File: src/rfcb_pkg.sv
// constants of the right-channel effects coefficient bank: offsets, resets, widths
// assumes the bank sits on register page one of the serial control bus
// Operation
// - each coefficient is its high byte register followed by its low byte register.
// - each coefficient word is a signed two's-complement value, every code valid.
// - reset loads numerator tap four with high byte 0x96 and low byte 0x66.
// - reset loads numerator tap five with high byte 0x67 and low byte 0x5d.
// - reset loads denominator tap one with high byte 0x7d and low byte 0x83.
// - reset loads denominator tap two with high byte 0x84 and low byte 0xee.
// - reset loads denominator tap four with high byte 0x7d and low byte 0x83.
package rfcb_pkg;
  localparam int BYTE_W = 8;
  localparam int COEF_W = 16;
  localparam int NUM_REGS = 10;
  // bus addressing
  localparam logic [6:0] DEV_ADDR_DEFAULT = 7'h18;
  localparam logic [7:0] PAGE_SEL_OFFSET = 8'h00;
  localparam logic [7:0] PAGE_RESET = 8'h00;
  localparam logic [7:0] COEF_PAGE = 8'h01;
  // register offsets on the coefficient page
  localparam logic [7:0] RIGHT_FX_NUM_FOUR_HIGH = 8'h23;
  localparam logic [7:0] RIGHT_FX_NUM_FOUR_LOW = 8'h24;
  localparam logic [7:0] RIGHT_FX_NUM_FIVE_HIGH = 8'h25;
  localparam logic [7:0] RIGHT_FX_NUM_FIVE_LOW = 8'h26;
  localparam logic [7:0] RIGHT_FX_DEN_ONE_HIGH = 8'h27;
  localparam logic [7:0] RIGHT_FX_DEN_ONE_LOW = 8'h28;
  localparam logic [7:0] RIGHT_FX_DEN_TWO_HIGH = 8'h29;
  localparam logic [7:0] RIGHT_FX_DEN_TWO_LOW = 8'h2a;
  localparam logic [7:0] RIGHT_FX_DEN_FOUR_HIGH = 8'h2b;
  localparam logic [7:0] RIGHT_FX_DEN_FOUR_LOW = 8'h2c;
  localparam logic [7:0] BANK_BASE = RIGHT_FX_NUM_FOUR_HIGH;
  // reset values, indexed by offset minus the bank base
  localparam logic [7:0] RST_NUM_FOUR_HIGH = 8'h96;
  localparam logic [7:0] RST_NUM_FOUR_LOW = 8'h66;
  localparam logic [7:0] RST_NUM_FIVE_HIGH = 8'h67;
  localparam logic [7:0] RST_NUM_FIVE_LOW = 8'h5d;
  localparam logic [7:0] RST_DEN_ONE_HIGH = 8'h7d;
  localparam logic [7:0] RST_DEN_ONE_LOW = 8'h83;
  localparam logic [7:0] RST_DEN_TWO_HIGH = 8'h84;
  localparam logic [7:0] RST_DEN_TWO_LOW = 8'hee;
  localparam logic [7:0] RST_DEN_FOUR_HIGH = 8'h7d;
  localparam logic [7:0] RST_DEN_FOUR_LOW = 8'h83;
  localparam logic [NUM_REGS*8-1:0] RESET_VALUES = {
    RST_DEN_FOUR_LOW, RST_DEN_FOUR_HIGH, RST_DEN_TWO_LOW, RST_DEN_TWO_HIGH,
    RST_DEN_ONE_LOW, RST_DEN_ONE_HIGH, RST_NUM_FIVE_LOW, RST_NUM_FIVE_HIGH,
    RST_NUM_FOUR_LOW, RST_NUM_FOUR_HIGH};
  // serial bit count of one byte
  localparam logic [3:0] BITS_PER_BYTE = 4'h8;
  // slave sequencer states
  typedef enum logic [6:0] {
    ST_IDLE = 7'h01,
    ST_ADDR = 7'h02,
    ST_ACK_ADDR = 7'h04,
    ST_RX = 7'h08,
    ST_ACK_RX = 7'h10,
    ST_TX = 7'h20,
    ST_ACK_TX = 7'h40
  } rfcb_state_t;
endpackage

File: src/rfcb_bank_if.sv
// byte access path between the serial slave and the coefficient store
// assumes one clock; writes are single-cycle strobes
`timescale 1ns/1ps
interface rfcb_bank_if;
  logic sel;
  logic [7:0] addr;
  logic [7:0] wdata;
  logic wr_en;
  logic [7:0] rdata;
  modport master (output sel, output addr, output wdata, output wr_en, input rdata);
  modport slave (input sel, input addr, input wdata, input wr_en, output rdata);
endinterface

File: src/rfcb_sync.sv
// two-flop synchroniser for pin levels
// assumes inputs are asynchronous to clk; only the second stage is read
`timescale 1ns/1ps
module rfcb_sync #(
  parameter int WIDTH = 2,
  parameter logic [WIDTH-1:0] IDLE_LEVEL = '1
) (
  input wire logic clk,
  input wire logic reset_n,
  input wire logic [WIDTH-1:0] async_in,
  output logic [WIDTH-1:0] sync_out
);
  logic [WIDTH-1:0] meta_q;

  // idle level at reset so no false start is seen
  always_ff @(posedge clk or negedge reset_n) begin
    if (!reset_n) begin
      meta_q <= IDLE_LEVEL;
      sync_out <= IDLE_LEVEL;
    end else begin
      meta_q <= async_in;
      sync_out <= meta_q;
    end
  end
endmodule

File: src/rfcb_bank.sv
// coefficient byte store with registered read data and a packed byte vector output
// assumes the master gates writes to the coefficient page through sel
`timescale 1ns/1ps
module rfcb_bank (
  input wire logic clk,
  input wire logic reset_n,
  rfcb_bank_if.slave bus,
  output logic [rfcb_pkg::NUM_REGS*8-1:0] bytes
);
  logic [7:0] index;
  logic hit;

  // offset decode relative to the bank base
  assign index = bus.addr - rfcb_pkg::BANK_BASE;
  assign hit = bus.sel && (index < 8'(rfcb_pkg::NUM_REGS));

  // one byte register per entry, each with its own reset
  for (genvar i = 0; i < rfcb_pkg::NUM_REGS; i++) begin : g_byte
    always_ff @(posedge clk or negedge reset_n) begin
      if (!reset_n) begin
        bytes[i*8 +: 8] <= rfcb_pkg::RESET_VALUES[i*8 +: 8];
      end else if (bus.wr_en && hit && index == 8'(i)) begin
        bytes[i*8 +: 8] <= bus.wdata;
      end
    end
  end

  // read data from a register; off-bank addresses read zero
  always_ff @(posedge clk or negedge reset_n) begin
    if (!reset_n) begin
      bus.rdata <= 8'h00;
    end else begin
      bus.rdata <= hit ? bytes[index[3:0]*8 +: 8] : 8'h00;
    end
  end
endmodule

File: src/rfcb_top.sv
// right-channel effects coefficient bank behind the serial control bus slave
// assumes an open-drain two-wire bus, slow beside clk; pins pass two flops
`timescale 1ns/1ps
module rfcb_top #(
  parameter logic [6:0] DEV_ADDR = rfcb_pkg::DEV_ADDR_DEFAULT
) (
  input wire logic clk,
  input wire logic reset_n,
  input wire logic scl_in,
  input wire logic sda_in,
  output logic sda_out,
  output logic sda_oe,
  output logic [7:0] page_sel,
  output logic signed [15:0] numerator_tap_four,
  output logic signed [15:0] numerator_tap_five,
  output logic signed [15:0] denominator_tap_one,
  output logic signed [15:0] denominator_tap_two,
  output logic signed [15:0] denominator_tap_four
);
  rfcb_bank_if bus ();

  logic scl_s;
  logic sda_s;
  logic scl_p_q;
  logic sda_p_q;
  rfcb_pkg::rfcb_state_t state_q;
  logic [3:0] cnt_q;
  logic [7:0] shift_q;
  logic [7:0] tx_q;
  logic [7:0] ptr_q;
  logic rw_q;
  logic first_q;
  logic nack_q;
  logic [rfcb_pkg::NUM_REGS*8-1:0] bytes;

  logic scl_rise;
  logic scl_fall;
  logic start_cond;
  logic stop_cond;
  logic byte_done;
  logic addr_match;
  logic commit;
  logic [7:0] read_byte;

  rfcb_sync #(
    .WIDTH(2),
    .IDLE_LEVEL(2'h3)
  ) u_sync (
    .clk(clk),
    .reset_n(reset_n),
    .async_in({scl_in, sda_in}),
    .sync_out({scl_s, sda_s})
  );

  rfcb_bank u_bank (
    .clk(clk),
    .reset_n(reset_n),
    .bus(bus),
    .bytes(bytes)
  );

  // previous synchronised levels for edge and condition detect
  always_ff @(posedge clk or negedge reset_n) begin
    if (!reset_n) begin
      scl_p_q <= 1'b1;
      sda_p_q <= 1'b1;
    end else begin
      scl_p_q <= scl_s;
      sda_p_q <= sda_s;
    end
  end

  // bus events; data changing while the clock is high frames a transfer
  assign scl_rise = scl_s && !scl_p_q;
  assign scl_fall = !scl_s && scl_p_q;
  assign start_cond = scl_s && scl_p_q && sda_p_q && !sda_s;
  assign stop_cond = scl_s && scl_p_q && !sda_p_q && sda_s;
  assign byte_done = scl_fall && (cnt_q == rfcb_pkg::BITS_PER_BYTE);
  assign addr_match = shift_q[7:1] == DEV_ADDR;
  assign commit = (state_q == rfcb_pkg::ST_RX) && byte_done;

  // byte access path: the first received byte is the pointer, later ones data
  assign bus.sel = page_sel == rfcb_pkg::COEF_PAGE;
  assign bus.addr = ptr_q;
  assign bus.wdata = shift_q;
  assign bus.wr_en = commit && !first_q;
  // page select answers on every page; bank read data lag ptr by one clk
  assign read_byte = (ptr_q == rfcb_pkg::PAGE_SEL_OFFSET) ? page_sel : bus.rdata;

  // data pin value held low; the enable alone sets the line level
  always_ff @(posedge clk or negedge reset_n) begin
    if (!reset_n) begin
      sda_out <= 1'b0;
    end else begin
      sda_out <= 1'b0; // open drain: only the enable ever moves
    end
  end
  // coefficient words: high byte above low byte, taken as signed
  assign numerator_tap_four = $signed({bytes[7:0], bytes[15:8]});
  assign numerator_tap_five = $signed({bytes[23:16], bytes[31:24]});
  assign denominator_tap_one = $signed({bytes[39:32], bytes[47:40]});
  assign denominator_tap_two = $signed({bytes[55:48], bytes[63:56]});
  assign denominator_tap_four = $signed({bytes[71:64], bytes[79:72]});

  // page select register; a write to offset zero moves every later access
  always_ff @(posedge clk or negedge reset_n) begin
    if (!reset_n) begin
      page_sel <= rfcb_pkg::PAGE_RESET;
    end else if (bus.wr_en && ptr_q == rfcb_pkg::PAGE_SEL_OFFSET) begin
      page_sel <= shift_q;
    end
  end

  // receive shifter samples on rising clock while a byte comes in
  always_ff @(posedge clk or negedge reset_n) begin
    if (!reset_n) begin
      shift_q <= 8'h00;
    end else if (scl_rise && (state_q == rfcb_pkg::ST_ADDR || state_q == rfcb_pkg::ST_RX)) begin
      shift_q <= {shift_q[6:0], sda_s};
    end
  end

  // pointer: loaded by the first written byte, then steps after each byte
  always_ff @(posedge clk or negedge reset_n) begin
    if (!reset_n) begin
      ptr_q <= 8'h00;
    end else if (commit) begin
      ptr_q <= first_q ? shift_q : ptr_q + 8'h01;
    end else if (scl_fall && state_q == rfcb_pkg::ST_TX && cnt_q == 4'h7) begin
      ptr_q <= ptr_q + 8'h01;
    end
  end

  // sequencer; stop and repeated start override whatever byte is in flight
  always_ff @(posedge clk or negedge reset_n) begin
    if (!reset_n) begin
      state_q <= rfcb_pkg::ST_IDLE;
      cnt_q <= 4'h0;
      tx_q <= 8'h00;
      rw_q <= 1'b0;
      first_q <= 1'b0;
      nack_q <= 1'b0;
      sda_oe <= 1'b0;
    end else if (stop_cond) begin
      state_q <= rfcb_pkg::ST_IDLE;
      sda_oe <= 1'b0;
    end else if (start_cond) begin
      state_q <= rfcb_pkg::ST_ADDR;
      cnt_q <= 4'h0;
      sda_oe <= 1'b0;
    end else begin
      unique case (state_q)
        rfcb_pkg::ST_IDLE: begin
          sda_oe <= 1'b0;
        end
        rfcb_pkg::ST_ADDR: begin
          if (scl_rise) begin
            cnt_q <= cnt_q + 4'h1;
          end else if (byte_done) begin
            // foreign address: stay off the bus until the next start
            state_q <= addr_match ? rfcb_pkg::ST_ACK_ADDR : rfcb_pkg::ST_IDLE;
            sda_oe <= addr_match;
            rw_q <= shift_q[0];
          end
        end
        rfcb_pkg::ST_ACK_ADDR: begin
          if (scl_fall) begin
            cnt_q <= 4'h0;
            first_q <= 1'b1;
            if (rw_q) begin
              state_q <= rfcb_pkg::ST_TX;
              tx_q <= {read_byte[6:0], 1'b0};
              sda_oe <= !read_byte[7];
            end else begin
              state_q <= rfcb_pkg::ST_RX;
              sda_oe <= 1'b0;
            end
          end
        end
        rfcb_pkg::ST_RX: begin
          if (scl_rise) begin
            cnt_q <= cnt_q + 4'h1;
          end else if (byte_done) begin
            state_q <= rfcb_pkg::ST_ACK_RX;
            first_q <= 1'b0;
            sda_oe <= 1'b1; // every byte is acked, even one that no register stores
          end
        end
        rfcb_pkg::ST_ACK_RX: begin
          if (scl_fall) begin
            state_q <= rfcb_pkg::ST_RX;
            cnt_q <= 4'h0;
            sda_oe <= 1'b0;
          end
        end
        rfcb_pkg::ST_TX: begin
          if (scl_fall) begin
            if (cnt_q == 4'h7) begin
              state_q <= rfcb_pkg::ST_ACK_TX;
              sda_oe <= 1'b0;
            end else begin
              cnt_q <= cnt_q + 4'h1;
              sda_oe <= !tx_q[7];
              tx_q <= {tx_q[6:0], 1'b0};
            end
          end
        end
        rfcb_pkg::ST_ACK_TX: begin
          if (scl_rise) begin
            nack_q <= sda_s;
          end else if (scl_fall) begin
            // master nack ends the read; ack fetches the next byte
            cnt_q <= 4'h0;
            if (nack_q) begin
              state_q <= rfcb_pkg::ST_IDLE;
              sda_oe <= 1'b0;
            end else begin
              state_q <= rfcb_pkg::ST_TX;
              tx_q <= {read_byte[6:0], 1'b0};
              sda_oe <= !read_byte[7];
            end
          end
        end
        default: begin
          state_q <= rfcb_pkg::ST_IDLE;
          sda_oe <= 1'b0;
        end
      endcase
    end
  end

  // helper: high only in the first cycle after reset release
  logic fresh_q;
  always_ff @(posedge clk or negedge reset_n) begin
    if (!reset_n) begin
      fresh_q <= 1'b1;
    end else begin
      fresh_q <= 1'b0;
    end
  end
endmodule

File: config.mk
export PLATFORM = sky130hd
export DESIGN_NAME = rfcb_top
export DESIGN_NICKNAME = d
export VERILOG_FILES = /design/src/rfcb_pkg.sv /design/src/rfcb_bank_if.sv /design/src/rfcb_sync.sv /design/src/rfcb_bank.sv /design/src/rfcb_top.sv
export SDC_FILE = /design/constraint.sdc
export NUM_CORES = 1
export LEC_CHECK = 0
export ABC_AREA = 0
export BUFFER_PORTS_ARGS = -buffer_cell sky130_fd_sc_hd__buf_2
export CORE_ASPECT_RATIO = 0.9
export CORE_UTILIZATION = 44
export CTS_CLUSTER_DIAMETER = 120
export DETAILED_ROUTE_END_ITERATION = 7
export PLACE_DENSITY_LB_ADDON = 0.05
export REMOVE_ABC_BUFFERS = 1
export SLEW_MARGIN = 20
export SYNTH_ARGS = -nofsm -noshare
export SYNTH_HDL_FRONTEND = slang
export SYNTH_SLANG_ARGS = --single-unit
File: constraint.sdc
create_clock -name clk -period 9.1 [get_ports clk]
set_input_delay 0 -clock clk [delete_from_list [all_inputs] [get_ports clk]]
set_output_delay 0 -clock clk [all_outputs]
set_load 0.02 [all_outputs]
==> impl_metrics.tcl <==
set metrics [dict create \
    outcome "completed" \
    max_stage_delay_ps 750 \
    power_switching_share 0.216 \
    seq_area_frac_synth 0.492 \
    final-setup-viol-count 0 \
    rsz0062_at_grt "no" \
    root_buffer "clkbuf_16" \
    core-area_um2 16100 \
    crit_type "reg -> reg" \
    antenna_found_initial 0 \
    maxSlewHeadroom 0.242 \
    clk_latency_ps 430 \
    crit_required_ps 9410 \
    n_fill_cell 1400 \
    r2r_start "bus.addr[0]$_DFFE_PN0P_" \
    p_switching_uw 317 \
    path_delay_family "simple AND/OR/NAND/NOR gates" \
    worst_slew_pin_slew_ps 1130 \
    p_seq_frac 0.436 \
    cp.arrival_ps 3760 \
    rows 44 \
    grt_pass1_wl_um 29300 \
    worstReg2RegEnd "u_bank.bytes[29]$_DFFE_PN0P_" \
    cp_max_fo 38 \
    yosysWarnings 0 \
    cts_tree "done" \
    grtUsageTotal 0.236 \
    min_path_type "in -> async" \
    place_hpwl_um 12400 \
    p_int_uw 1150 \
    startpoint_type "flip-flop" \
    dr.pass1.iters 5 \
    mostFrequentLayoutCells "mux2_2, buf_2, dfrtp_1, dfstp_2, nand2_1" \
    slew_violations 0 \
    drive_above_1_share 0.484 \
    clkTransAtPathRegs_ps 60 \
    fp.dieH_um 124 \
    p_leak_uw 0.00397 \
    final_nets 679 \
    start_util 0.449 \
    syn_avg_cell_area_um2 12.3 \
    clock_power_share 0.531 \
    antenna_cells 0 \
    cts.repair.resized 0 \
    clockBufferDepth 2 \
    grt_max_degree 76 \
    cp-end-kind "flip-flop" \
    synth-edff-count 0 \
    synthCells 589 \
    die_w_um 137 \
    regArea_um2 3570 \
    avgRoutedWirePerCell_um 21.1 \
    drtIter0Drc 338 \
    yosys_most_used_dff "dfrtp_1" \
    hold_viol 0 \
    cts_num_sinks 140 \
    layout_commonest_cell "mux2_2" \
    maxCapViolCount 0 \
    antenna_left 0 \
    ir_worst_vdd_mv 0.129 \
    worstPathCellList "buf_4 > a21oi_1 > xnor2_2 > nor2b_1 > nand4_1 > mux2_2" \
    htreeDepth 4 \
    ys_types 65 \
    fmax_mhz 290 \
    skew_ps 8.85 \
    setup_tns_ps 0 \
    multi_input_comb_area_um2 3490 \
    netlist_area_um2 7240 \
    grt_pass1_vias 5258 \
    cp_slowest_cell "nor2b_1" \
    vias 5273 \
    syn_to_final_growth_pct 17.8 \
    period_minus_slack_ps 3450 \
    wl_um 18700 \
    async_flop_share 1.00 \
    gp_congestion 0.859 \
    io_buffer_count 92 \
    io_pins 94 \
    drc 0 \
    pwr-share-comb 0.033 \
    overflow 0 \
    timing.final.crit_share 0.379 \
    reg2reg_depth 6 \
    cts_inserted_buffers 17 \
    vias_per_cell 5.94 \
    synth_seq_cells 140 \
    r2r_slack_ps 5650 \
    fp.dieArea_um2 17000 \
    power_density_nw_per_um2 172 \
    path_buf_inv 1 \
    post-route-util 0.529 \
]
power by group through the flow:
stage / Combinational, uW / Sequential, uW / Clock [uW]
5_1_grt: 54.8 / 641 / 821
2_1_floorplan: 26.8 / 648 / 0
3_3_place_gp: 44.7 / 650 / 0
3_5_place_dp: 47.4 / 650 / 0
6_report: 47.8 / 640 / 779
4_1_cts: 48.6 / 640 / 791
how the worst max path moves through the flow:
stage,start,endpoint,slack [ps],depth (start not counted)
after floorplan,bus.addr[0]$_DFFE_PN0P_,u_bank.bytes[25]$_DFFE_PN0P_,5400,5
after global placement,bus.addr[0]$_DFFE_PN0P_,u_bank.bytes[29]$_DFFE_PN0P_,5450,6
after detailed placement,bus.addr[0]$_DFFE_PN0P_,u_bank.bytes[29]$_DFFE_PN0P_,5320,6
after CTS,bus.addr[0]$_DFFE_PN0P_,u_bank.bytes[29]$_DFFE_PN0P_,5300,6
after global routing,bus.addr[0]$_DFFE_PN0P_,u_bank.bytes[31]$_DFFE_PN0P_,5350,6
final,bus.addr[0]$_DFFE_PN0P_,u_bank.bytes[29]$_DFFE_PN0P_,5650,6
worst register-to-register path: stages, from the launching register on:
cell	delay, ps
dfrtp_2	340
buf_4	480
a21oi_1	210
xnor2_2	600
nor2b_1	750
nand4_1	520
mux2_2	450
kinds of logic after synthesis:
| logic type | after synthesis | synth area share |
|---|---|---|
| AOI/OAI and AO/OA | 91 | 0.0872 |
| xor gates and xnor gates | 6 | 0.00725 |
| adders and majority gates | 8 | 0.0138 |
| buffers and inverters | 49 | 0.0268 |
| DFF | 140 | 0.492 |
| muxes | 141 | 0.242 |
| other | 1 | 0.000518 |
| and+or+nand+nor | 153 | 0.130 |
synth_stat cells (9+ instances only):
master,instances,area share
dfrtp_1,89,0.31
dfstp_2,51,0.18
nor3_1,9,0.0062
clkbuf_1,32,0.017
mux2i_1,11,0.015
inv_1,10,0.0052
o21ai_0,18,0.012
mux4_2,16,0.050
nand2_1,35,0.018
nand3_1,16,0.011
a311oi_1,9,0.011
nand2b_1,13,0.011
a21oi_1,17,0.012
mux2_2,114,0.18
nor2_1,18,0.0093
flip-flops by register name, indices dropped and copies added, names as in the netlist, 2 cells and up:
register and cells:
state_q 7, cnt_q 4, bus.wdata 8, u_sync.meta_q 2, u_bank.bytes 80, u_sync.sync_out 2
page_sel 8, u_bank.bus.rdata 8, bus.addr 8, tx_q 7
area by class of cell:
cell class / instances / share of cell area
Timing Repair Buffer: 97 / 0.0600
Sequential cell: 140 / 0.418
Inverter: 11 / 0.00484
Clock inverter: 13 / 0.0248
Tap cell: 207 / 0.0303
Multi-Input combinational cell: 400 / 0.409
Clock buffer: 19 / 0.0531
repair_timing:
action	in CTS	in global routing
buffers inserted	0	0
setup endpoints to repair	0	0
hold buffers	3	0
endpoints found under the hold margin	67	0
layer usage:
metal / share of wire / vias up / wire length, um / GRT usage
met3: 0.051 / 22 / 952 / 0.0635
met4: 0.015 / 0 / 277 / 0.0687
met1: 0.46 / 2698 / 8620 / 0.319
met2: 0.47 / 170 / 8880 / 0.374
met5: 0 / - / 0 / 0
li1: - / 2383 / - / -
metrics by stage:
step / setup WS, ps / hold WS [ps] / instances / area [um^2] / power [uW]
after floorplan: 5400 / -296 / 551 / 7090 / 675
after global placement: 5450 / 29.1 / 852 / 7830 / 695
after detailed placement: 5320 / 34.9 / 852 / 7830 / 698
after CTS: 5300 / 147 / 887 / 8530 / 1480
after global routing: 5350 / 184 / 887 / 8540 / 1520
final: 5650 / 127 / 887 / 8540 / 1470
(Power assumes the default switching activity.)
